--- src/core/spcg_pkg.sv ---
// Purpose: shared constants and types of the sleep-mode port clock gating
// Assumes: 32-bit register bus with full byte addresses
// Notes:   offsets are relative to the system control base
package spcg_pkg;

	localparam int unsigned NUM_PORTS   = 8;
	localparam int unsigned IDX_W       = 3;

	localparam logic [31:0] SYSCTL_BASE = 32'h400F_E000;

	localparam logic [11:0] OFS_SLEEP_GATE  = 12'h118;
	localparam logic [11:0] OFS_FAULT_INFO  = 12'h1EC;
	localparam logic [11:0] OFS_CTRL        = 12'h1F0;
	localparam logic [11:0] OFS_IRQ_STATUS  = 12'h1F4;
	localparam logic [11:0] OFS_IRQ_MASK    = 12'h1F8;
	localparam logic [11:0] OFS_GATE_STATE  = 12'h1FC;

	localparam logic [7:0]  SLEEP_GATE_RST  = 8'h00;
	localparam logic [7:0]  IRQ_MASK_RST    = 8'h00;
	localparam logic [7:0]  IRQ_STATUS_RST  = 8'h00;
	localparam logic        ACG_RST         = 1'b0;
	localparam logic [7:0]  FAULT_CNT_RST   = 8'h00;
	localparam logic [31:0] RDATA_RST       = 32'h0000_0000;

	localparam int unsigned CTRL_ACG_BIT    = 0;
	localparam int unsigned FINFO_IDX_LSB   = 0;
	localparam int unsigned FINFO_WR_BIT    = 3;
	localparam int unsigned FINFO_SEEN_BIT  = 4;
	localparam int unsigned FINFO_CNT_LSB   = 8;

	typedef enum logic [1:0] {
		PM_RUN,
		PM_SLEEP,
		PM_DEEP
	} spcg_pmode_t;

endpackage

--- src/core/spcg_port_gate.sv ---
// Purpose: clock enable and access check for one port unit
// Assumes: pmode and the gate bits are synchronous to core_clk
// Notes:   clk_en feeds an external clock gate cell
`timescale 1ns/1ps
module spcg_port_gate (
	input  wire logic                 core_clk,
	input  wire logic                 sys_rst,
	input  wire spcg_pkg::spcg_pmode_t pmode,
	input  wire logic                 acg_sel,
	input  wire logic                 run_gate,
	input  wire logic                 sleep_gate,
	input  wire logic                 deep_gate,
	input  wire logic                 acc,
	output logic                      clk_en,
	output logic                      fault
);
	import spcg_pkg::*;

	typedef struct packed {
		logic clk_en;
	} spcg_gate_state_t;

	spcg_gate_state_t state_reg;
	spcg_gate_state_t state_next;
	logic             sel;

	always_comb begin
		state_next = state_reg;
		sel        = run_gate;
		// without auto gating the run setting holds in every mode
		if (acg_sel) begin
			case (pmode)
				PM_SLEEP: sel = sleep_gate;
				PM_DEEP:  sel = deep_gate;
				default:  sel = run_gate;
			endcase
		end
		state_next.clk_en = sel;
	end

	always_ff @(posedge core_clk) begin
		if (sys_rst) begin
			state_reg <= '0;
		end else begin
			state_reg <= state_next;
		end
	end

	assign clk_en = state_reg.clk_en;
	// checked against the enable actually applied, not the pending one
	assign fault  = acc & ~state_reg.clk_en;

endmodule

--- src/core/spcg_top.sv ---
// Purpose: sleep-mode port clock gating register bank and fault check
// Assumes: one clock, synchronous reset, single-cycle register strobes
// Notes:   run and deep-sleep gate words come from sibling registers
//
// Behaviour
// - bits 7..0 clock ports H..A when set
// - access to unclocked port answers bus fault
// - reset clears register, all ports unclocked
// - bits 31..8 reserved, read as zero
// - settings apply while system is in sleep
// - effective only with auto gating selected
// - decoded at base plus offset 0x118
`timescale 1ns/1ps
module spcg_top (
	input  wire logic                 core_clk,
	input  wire logic                 sys_rst,
	input  wire logic [31:0]          bus_addr,
	input  wire logic [31:0]          bus_wdata,
	input  wire logic                 bus_wr,
	input  wire logic                 bus_rd,
	output logic [31:0]               bus_rdata,
	input  wire spcg_pkg::spcg_pmode_t pmode,
	input  wire logic [7:0]           run_port_clock_gate,
	input  wire logic [7:0]           deep_sleep_port_clock_gate,
	input  wire logic                 port_acc_valid,
	input  wire logic [2:0]           port_acc_idx,
	input  wire logic                 port_acc_write,
	output logic [7:0]                port_clk_en,
	output logic                      bus_fault,
	output logic                      irq
);
	import spcg_pkg::*;

	typedef struct packed {
		logic [7:0]  sleep_gate;
		logic        auto_gating_select;
		logic [7:0]  irq_status;
		logic [7:0]  irq_mask;
		logic [2:0]  fault_idx;
		logic        fault_write;
		logic        fault_seen;
		logic [7:0]  fault_cnt;
		logic [31:0] rdata;
	} spcg_state_t;

	spcg_state_t state_reg;
	spcg_state_t state_next;

	logic [7:0]  acc_vec;
	logic [7:0]  fault_vec;
	logic        fault_any;
	logic        hit_sleep;
	logic        hit_ctrl;
	logic        hit_status;
	logic        hit_mask;
	logic        hit_state;
	logic        hit_finfo;
	logic [31:0] rd_word;

	// full byte address compare against base plus offset
	function automatic logic reg_hit(
		input logic [31:0] addr,
		input logic [11:0] ofs
	);
		logic [31:0] full;
		full    = SYSCTL_BASE + {20'h0_0000, ofs};
		reg_hit = (addr == full);
	endfunction

	function automatic logic [7:0] idx_onehot(
		input logic [2:0] idx
	);
		logic [7:0] v;
		v      = 8'h00;
		v[idx] = 1'b1;
		idx_onehot = v;
	endfunction

	function automatic logic [31:0] pad8(
		input logic [7:0] v
	);
		pad8 = {24'h00_0000, v};
	endfunction

	assign hit_sleep  = reg_hit(bus_addr, OFS_SLEEP_GATE);
	assign hit_ctrl   = reg_hit(bus_addr, OFS_CTRL);
	assign hit_status = reg_hit(bus_addr, OFS_IRQ_STATUS);
	assign hit_mask   = reg_hit(bus_addr, OFS_IRQ_MASK);
	assign hit_state  = reg_hit(bus_addr, OFS_GATE_STATE);
	assign hit_finfo  = reg_hit(bus_addr, OFS_FAULT_INFO);

	assign acc_vec = port_acc_valid ? idx_onehot(port_acc_idx) : 8'h00;

	generate
		for (genvar p = 0; p < NUM_PORTS; p++) begin : g_port
			spcg_port_gate u_gate (
				.core_clk   (core_clk),
				.sys_rst    (sys_rst),
				.pmode      (pmode),
				.acg_sel    (state_reg.auto_gating_select),
				.run_gate   (run_port_clock_gate[p]),
				.sleep_gate (state_reg.sleep_gate[p]),
				.deep_gate  (deep_sleep_port_clock_gate[p]),
				.acc        (acc_vec[p]),
				.clk_en     (port_clk_en[p]),
				.fault      (fault_vec[p])
			);
		end
	endgenerate

	assign fault_any = |fault_vec;

	// read mux; unmapped addresses and reserved bits read as zero
	always_comb begin
		rd_word = 32'h0000_0000;
		if (hit_sleep) begin
			rd_word = pad8(state_reg.sleep_gate);
		end else if (hit_ctrl) begin
			rd_word[CTRL_ACG_BIT] = state_reg.auto_gating_select;
		end else if (hit_status) begin
			rd_word = pad8(state_reg.irq_status);
		end else if (hit_mask) begin
			rd_word = pad8(state_reg.irq_mask);
		end else if (hit_state) begin
			rd_word = pad8(port_clk_en);
		end else if (hit_finfo) begin
			rd_word[FINFO_IDX_LSB +: 3]   = state_reg.fault_idx;
			rd_word[FINFO_WR_BIT]         = state_reg.fault_write;
			rd_word[FINFO_SEEN_BIT]       = state_reg.fault_seen;
			rd_word[FINFO_CNT_LSB +: 8]   = state_reg.fault_cnt;
		end
	end

	always_comb begin
		state_next = state_reg;

		// read data stand only in the cycle after the strobe
		state_next.rdata = bus_rd ? rd_word : RDATA_RST;

		if (bus_wr) begin
			if (hit_sleep) begin
				// only the low byte is writable; upper bits are dropped
				state_next.sleep_gate = bus_wdata[7:0];
			end
			if (hit_ctrl) begin
				state_next.auto_gating_select = bus_wdata[CTRL_ACG_BIT];
			end
			if (hit_mask) begin
				state_next.irq_mask = bus_wdata[7:0];
			end
			if (hit_finfo) begin
				// any write rearms the capture and zeroes the count
				state_next.fault_seen = 1'b0;
				state_next.fault_cnt  = FAULT_CNT_RST;
			end
		end

		// status clears on read, but a fault in that cycle survives
		if (bus_rd && hit_status) begin
			state_next.irq_status = IRQ_STATUS_RST;
		end
		state_next.irq_status = state_next.irq_status | fault_vec;

		if (fault_any) begin
			// first fault since rearm is kept for software to inspect
			if (!state_next.fault_seen) begin
				state_next.fault_idx   = port_acc_idx;
				state_next.fault_write = port_acc_write;
				state_next.fault_seen  = 1'b1;
			end
			// saturating so a storm cannot wrap to a small count
			if (state_next.fault_cnt != 8'hFF) begin
				state_next.fault_cnt = state_next.fault_cnt + 8'h01;
			end
		end
	end

	always_ff @(posedge core_clk) begin
		if (sys_rst) begin
			state_reg.sleep_gate  <= SLEEP_GATE_RST;
			state_reg.auto_gating_select         <= ACG_RST;
			state_reg.irq_status  <= IRQ_STATUS_RST;
			state_reg.irq_mask    <= IRQ_MASK_RST;
			state_reg.fault_idx   <= 3'h0;
			state_reg.fault_write <= 1'b0;
			state_reg.fault_seen  <= 1'b0;
			state_reg.fault_cnt   <= FAULT_CNT_RST;
			state_reg.rdata       <= RDATA_RST;
		end else begin
			state_reg <= state_next;
		end
	end

	assign bus_rdata = state_reg.rdata;
	// the requester sees the fault in the cycle of its access
	assign bus_fault = fault_any;
	assign irq       = |(state_reg.irq_status & state_reg.irq_mask);

endmodule

--- config.mk ---
export PLATFORM = sky130hd
export DESIGN_NAME = spcg_top
export DESIGN_NICKNAME = d
export VERILOG_FILES = /design/src/core/spcg_pkg.sv /design/src/core/spcg_port_gate.sv /design/src/core/spcg_top.sv
export SDC_FILE = /design/constraint.sdc
export NUM_CORES = 1
export LEC_CHECK = 0
export BUFFER_PORTS_ARGS = -buffer_cell sky130_fd_sc_hd__clkbuf_2
export CORE_MARGIN = 5
export CORE_UTILIZATION = 40
export DETAILED_ROUTE_END_ITERATION = 10
export PLACE_DENSITY_LB_ADDON = 0.05
export SLEW_MARGIN = 20
export SYNTH_ARGS = -nofsm -noshare
export SYNTH_HDL_FRONTEND = slang
export SYNTH_HIERARCHICAL = 1
export SYNTH_SLANG_ARGS = --single-unit
export TNS_END_PERCENT = 50
--- constraint.sdc ---
create_clock -name core_clk -period 3.6 [get_ports core_clk]
set_clock_uncertainty 0.15 [all_clocks]
set_input_delay 0.54 -clock core_clk [delete_from_list [all_inputs] [get_ports core_clk]]
set_output_delay 0.54 -clock core_clk [all_outputs]
set_load 0.01 [all_outputs]
==> results of run 1 <==
worst min-delay path by stage:
stage / start / to / slack [ns]
5_1_grt: bus_wdata[5] / state_reg[50] / 0.30
3_5_place_dp: state_reg[44] / state_reg[44] / 0.33
6_report: bus_wdata[2] / state_reg[47] / 0.30
3_3_place_gp: state_reg[42] / state_reg[42] / 0.32
2_1_floorplan: state_reg[68] / bus_rdata[6] / 0.29
4_1_cts: bus_wdata[1] / state_reg[63] / 0.29
cell families (layout without fill, tap and decap cells):
kind of cell | Yosys count | after routing | synth area share [%]
compound gates | 74 | 74 | 15.2
xor+xnor | 1 | 1 | 0.239
fa+ha+maj | 17 | 17 | 5.81
buf+inv | 60 | 135 | 9.67
flops | 62 | 62 | 33.9
mux | 30 | 30 | 8.24
other cells | 1 | 16 | 0.102
simple gates | 155 | 155 | 26.8
power by group through the flow:
stage | registers (W) | clock network, W | logic, W
after floorplan | 0.000728 | 0 | 0.000121
after detailed placement | 0.000733 | 0 | 0.000185
after global routing | 0.000719 | 0.000658 | 0.000206
after CTS | 0.000717 | 0.000629 | 0.000185
final | 0.000717 | 0.000616 | 0.000184
after global placement | 0.000733 | 0 | 0.000181
per-stage QoR:
step | utilization, % | instance area (um2)
CTS | 47.5 | 4300
finish | 47.5 | 4300
floorplan | - | 3720
detailed placement | 45.3 | 4110
global placement | 45.3 | 4110
global route | 47.5 | 4300
layout make-up:
type | instances | area [um2]
fill | 906 | 4760
multi-input combinational | 293 | 2120
sequential | 62 | 1240
timing repair buffer | 102 | 536
tap | 111 | 139
clock buffer | 10 | 138
inverter | 18 | 67.6
clock inverter | 5 | 60.1
critical path, cell delays in order:
cell and delay [ns]:
clkbuf_2 0.08, or4_4 0.52, or4_4 0.53, or4_1 0.48, and2_1 0.20, ha_1 0.27, and4_1 0.27, nor2_1 0.09
o21ai_0 0.07, a21oi_1 0.16
layout by cell type (no fill, tap or decap), drive strengths merged, types with 2 or more instances in the layout:
cell type and n:
nand2 6, o21ai 11, dfxtp 62, and4 3, ha 17, clkbuf 102
a21oi 17, nor2 51, nor2b 18, o22a 5, or4 3, o211ai 3
nor3b 2, nand2b 15, mux2i 29, nand3 5, nand4 10, nand4bb 2
a32o 4, or2 2, buf 10, a22oi 17, nand4b 2, a31oi 2
nor4 9, and3 2, or4b 2, conb 16, inv 18, nor3 7
and2 11, clkinv 3, o41ai 2, a211oi 9
per-layer routing:
metal  share of wire, %  wire (um)  vias up  track usage (%)
li1                   -          -     1562                -
met1                 45       4240     1458             21.8
met2                 48       4480       84             28.3
met3                4.8        447       14             2.94
met4                2.2        203        0             7.31
met5                  0          0        -                0
==> results.ini, run 1 <==
[run_status]
status=complete, no violations

[pwr]
power_density_nw_per_um2=352
combPwrFrac_pct=12.1
p_int_w=0.00112
power_switching_w=0.000399
leakage_nw=1.89
p_clk_share_pct=40.6
seq_power_share_pct=47.3
p_total_w=0.00152
ir_drop_v=0.000144
switching_share_pct=26.3

[route]
drt-initial-drc-count=121
ant_nets=0
drt_pass1_iterations=5
post_drt_wl_per_cell_um=15.6
wirelength_um=9360
via_per_inst=5.19
drcViolationCount=0
vias=3118

[clock_tree]
ctsHoldBuffers=0
clk_latency_ns=0.33
htreeDepth=3
clk_path_buf_depth=2
cts.sinks=62
post_cts_buffers=0
clk_pin_slew_ns=0.07
postCtsResizedCells=0
cts_buffers=9
cts_root_buffer=clkbuf_8
cts_tree=done

[finish]
drive_above_1_share_pct=31.4
diodes=0
largest_reg_flops=38
nNetsFinal=594
fin_cells=601
area_delta_synth_final_pct=17.5

[critical_path]
timing.rr.start=g_port[1].u_gate/clk_en
r2r_cells=6
endpoint=state_reg[32]
required_ns=3.72
worstSetupEndpointType=register
crit_path_start=bus_addr[20]
critical_path_class=in2reg
rrSetupSlack_ns=1.44
critPathArrivalTime_ns=3.20
crit_fanout=7
r2r-end=state_reg[34]
cp-start-kind=primary input

[timing]
min_period_ns=3.09
max_freq_mhz=324
finalCritPeriodShare_pct=85.7
worst_pin_slew_ns=0.539
finalMaxSlewViolations=0
worst_slack_ns=0.515
hold_viol=0
timing.slew.headroom_pct=63.6
whs_ns=0.303
setup_viol=0
rsz0062_at_grt=false
fin_tns_setup_ns=0

[global_routing]
track_usage_pct=17.1
grt_pass1_vias=3084
antenna_found_initial=0
grt_max_degree=47
grt_pass1_wl_um=15300
globalRoute.totalOverflow=0

[floorplan]
start_util_pct=40.4
core_um2=9060
dieArea_um2=11200
top_level_ports=133
die_h_um=106
rows=35
dieWidth_um=106

[logic_synthesis]
ys_types=56
ys_warn_count=6
ys_seq_elements=62
synthCells=400
synth_area_um2=3660
synthTopCellsByCount=dfxtp_1 (62), nor2_1 (43), buf_4 (32), mux2i_1 (29), inv_1 (18)
synthTopCellsByArea=dfxtp_1 (34%), mux2i_1 (7.9%), buf_4 (6.6%), ha_1 (5.8%), nor2_1 (4.4%)
yosysTopAreaCell=dfxtp_1
synthFlopType=dfxtp_1
synth_top_area_share_pct=33.9
avgSynthCellArea_um2=9.15
synth-edff-count=0
seq_area_frac_synth_pct=33.9
synth.most_common_cell=dfxtp_1
ys_async_sr_fraction_pct=0

[placed_design]
place_hpwl_um=7470
routabilityCongestion=0.881
dp.cells=586
port_buffers=92
dp_slack_ns=0.154

[worst_hold_path]
whs_path_depth=3
min_path_type=in2reg

[job]
maxCapViolations=0

No activity file was read; power rests on OpenSTA's default activity.
==> run 2, diff against run 1 <==
--- a/config.mk
+++ b/config.mk
@@ -13,6 +13,5 @@
 export SLEW_MARGIN = 20
 export SYNTH_ARGS = -nofsm -noshare
 export SYNTH_HDL_FRONTEND = slang
-export SYNTH_HIERARCHICAL = 1
 export SYNTH_SLANG_ARGS = --single-unit
 export TNS_END_PERCENT = 50
==> results.ini, run 2 <==
[run_status]
status=complete, no violations

[pwr]
leakage_nw=1.68
seq_power_share_pct=46.4
p_clk_share_pct=43.5
power_density_nw_per_um2=391
switching_share_pct=23.9
p_int_w=0.00118
power_switching_w=0.000368
combPwrFrac_pct=10.0
ir_drop_v=0.000215

[timing]
finalCritPeriodShare_pct=86.0
rsz0062_at_grt=false
finalMaxSlewViolations=0
max_freq_mhz=323
timing.slew.headroom_pct=34.6
worst_pin_slew_ns=0.979
hold_viol=0
min_period_ns=3.10
setup_viol=0
fin_tns_setup_ns=0

[finish]
final_area_um2=3950
diodes=0
area_delta_synth_final_pct=16.3
n_fill_cell=848
nNetsFinal=545
final_common_cell=clkbuf_2
final_cell_mix=clkbuf_2 (92), dfxtp_1 (62), nor2_1 (41)
largest_reg_flops=38
drive_above_1_share_pct=29.6

[clock_tree]
htreeDepth=3
clk_path_buf_depth=2
postCtsResizedCells=0
cts_buffers=9
clk_latency_ns=0.34
cts_tree=done
cts_root_buffer=clkbuf_8
post_cts_buffers=0
ctsHoldBuffers=0
clk_pin_slew_ns=0.07
cts.sinks=62

[placed_design]
place_area_um2=3730
routabilityCongestion=0.845
place_hpwl_um=7080
port_buffers=92

[floorplan]
core_um2=8260
die_h_um=102
dieArea_um2=10400
start_util_pct=41.1
rows=33
dieWidth_um=102
top_level_ports=133

[global_routing]
grt_pass1_wl_um=14000
antenna_found_initial=0
track_usage_pct=17.6
globalRoute.totalOverflow=0
grt_max_degree=24
grt_pass1_vias=2895

[critical_path]
crit_chain=clkbuf_2 > nor4b_4 > nand4_4 > or4_4 > and2_2 > ha_1 > and3_1 > and3_1 > a21oi_1 > mux2_2
worstSetupEndpointType=register
r2r_cells=6
crit_top_cell=and3_1
critical_path_class=in2reg
cpLargestDelayFamily=simple AND/OR/NAND/NOR gates
required_ns=3.68
crit_fanout=8
rrSetupSlack_ns=1.40
worst-path-buf-inv=1
cp-start-kind=primary input
critPathArrivalTime_ns=3.18
critPathSlowestCell=or4_4
timing.rr.start=g_port[4].u_gate.clk_en
r2r-end=state_reg[36]
worstSetupPathDepth=10
max_stage_delay_ns=0.55

[logic_synthesis]
synthCells=379
synth_top_area_share_pct=36.6
synth-edff-count=0
synth.most_common_cell=dfxtp_1
ys_async_sr_fraction_pct=0
ys_seq_elements=62
synth_area_um2=3390
seq_area_frac_synth_pct=36.6
avgSynthCellArea_um2=8.95
synthFlopType=dfxtp_1
synthTopCellsByCount=dfxtp_1 (62), nor2_1 (41), buf_4 (40), mux2i_1 (27), nand2_1 (23)
synthTopCellsByArea=dfxtp_1 (37%), buf_4 (8.9%), mux2i_1 (8.0%), nor2_1 (4.5%), a22oi_1 (3.3%)
ys_warn_count=0
yosysTopAreaCell=dfxtp_1
ys_types=55

[worst_hold_path]
hp-start=port_acc_write
holdPathEnd=state_reg[41]
min_path_type=in2reg
whs_path_depth=3

[route]
drt-initial-drc-count=129
wirelength_um=8860
via_per_inst=5.21
drcViolationCount=0
ant_nets=0
post_drt_wl_per_cell_um=15.8
drt_pass1_iterations=4
vias=2924

[job]
maxCapViolations=0

[run 2: final cells by class]
class                      count  area [um2]  area share, %
clock inverter                 4        70.1           1.78
multi-input combinational    268        1800           45.5
sequential                    62        1240           31.5
clock buffer                  12         145           3.68
tap                          105         131           3.33
inverter                       9        33.8          0.856
timing repair buffer         101         528           13.4
[run 2: kinds of logic (layout without fill, tap and decap cells)]
kind of cell	after synthesis	after routing	synth area share [%]
other	1	16	0.111
and+or+nand+nor	143	143	24.8
adders and majority gates	3	3	1.11
AOI/OAI and AO/OA	74	74	14.8
buffers and inverters	64	126	12.1
muxes	32	32	10.4
DFF	62	62	36.6
[run 2: per-layer routing]
metal	track usage (%)	part of all wire (%)	vias up
li1	-	-	1453
met1	21.1	42	1358
met2	29.5	49	100
met3	5.87	7.4	13
met4	5.95	2.0	0
met5	0	0	-
[run 2: worst max-delay path by stage]
stage | endpoint | from
after floorplan | state_reg[35] | bus_addr[24]
after global placement | state_reg[36] | bus_addr[7]
after detailed placement | state_reg[36] | bus_addr[31]
after CTS | state_reg[36] | bus_addr[31]
after global routing | state_reg[36] | bus_addr[31]
final | state_reg[36] | bus_addr[31]
[run 2: power groups by stage]
| stage | combinational, W | sequential, W | clock (W) |
|---|---|---|---|
| after floorplan | 0.000108 | 0.000725 | 0 |
| after global placement | 0.000153 | 0.000732 | 0 |
| after detailed placement | 0.000155 | 0.000732 | 0 |
| after CTS | 0.000156 | 0.000716 | 0.000689 |
| after global routing | 0.000175 | 0.000718 | 0.000727 |
| final | 0.000155 | 0.000716 | 0.000672 |
[run 2: per-stage QoR]
stage | setup slack (ns) | total power [W] | hold WS (ns) | instances | util, %
after floorplan | 0.151 | 0.000833 | 0.285 | 394 | -
after global placement | 0.153 | 0.000885 | 0.316 | 545 | 45.2
after detailed placement | 0.124 | 0.000887 | 0.324 | 545 | 45.2
after CTS | 0.488 | 0.00156 | 0.263 | 561 | 47.8
after global routing | 0.355 | 0.00162 | 0.263 | 561 | 47.8
final | 0.502 | 0.00154 | 0.273 | 561 | 47.8
[run 2: worst register-to-register path: stages, from the launching register on]
cell and delay (ns):
dfxtp_1 0.37, mux4_2 0.47, o22a_1 0.32, inv_2 0.17
nand4_1 0.11, a21oi_1 0.15, mux2_2 0.34
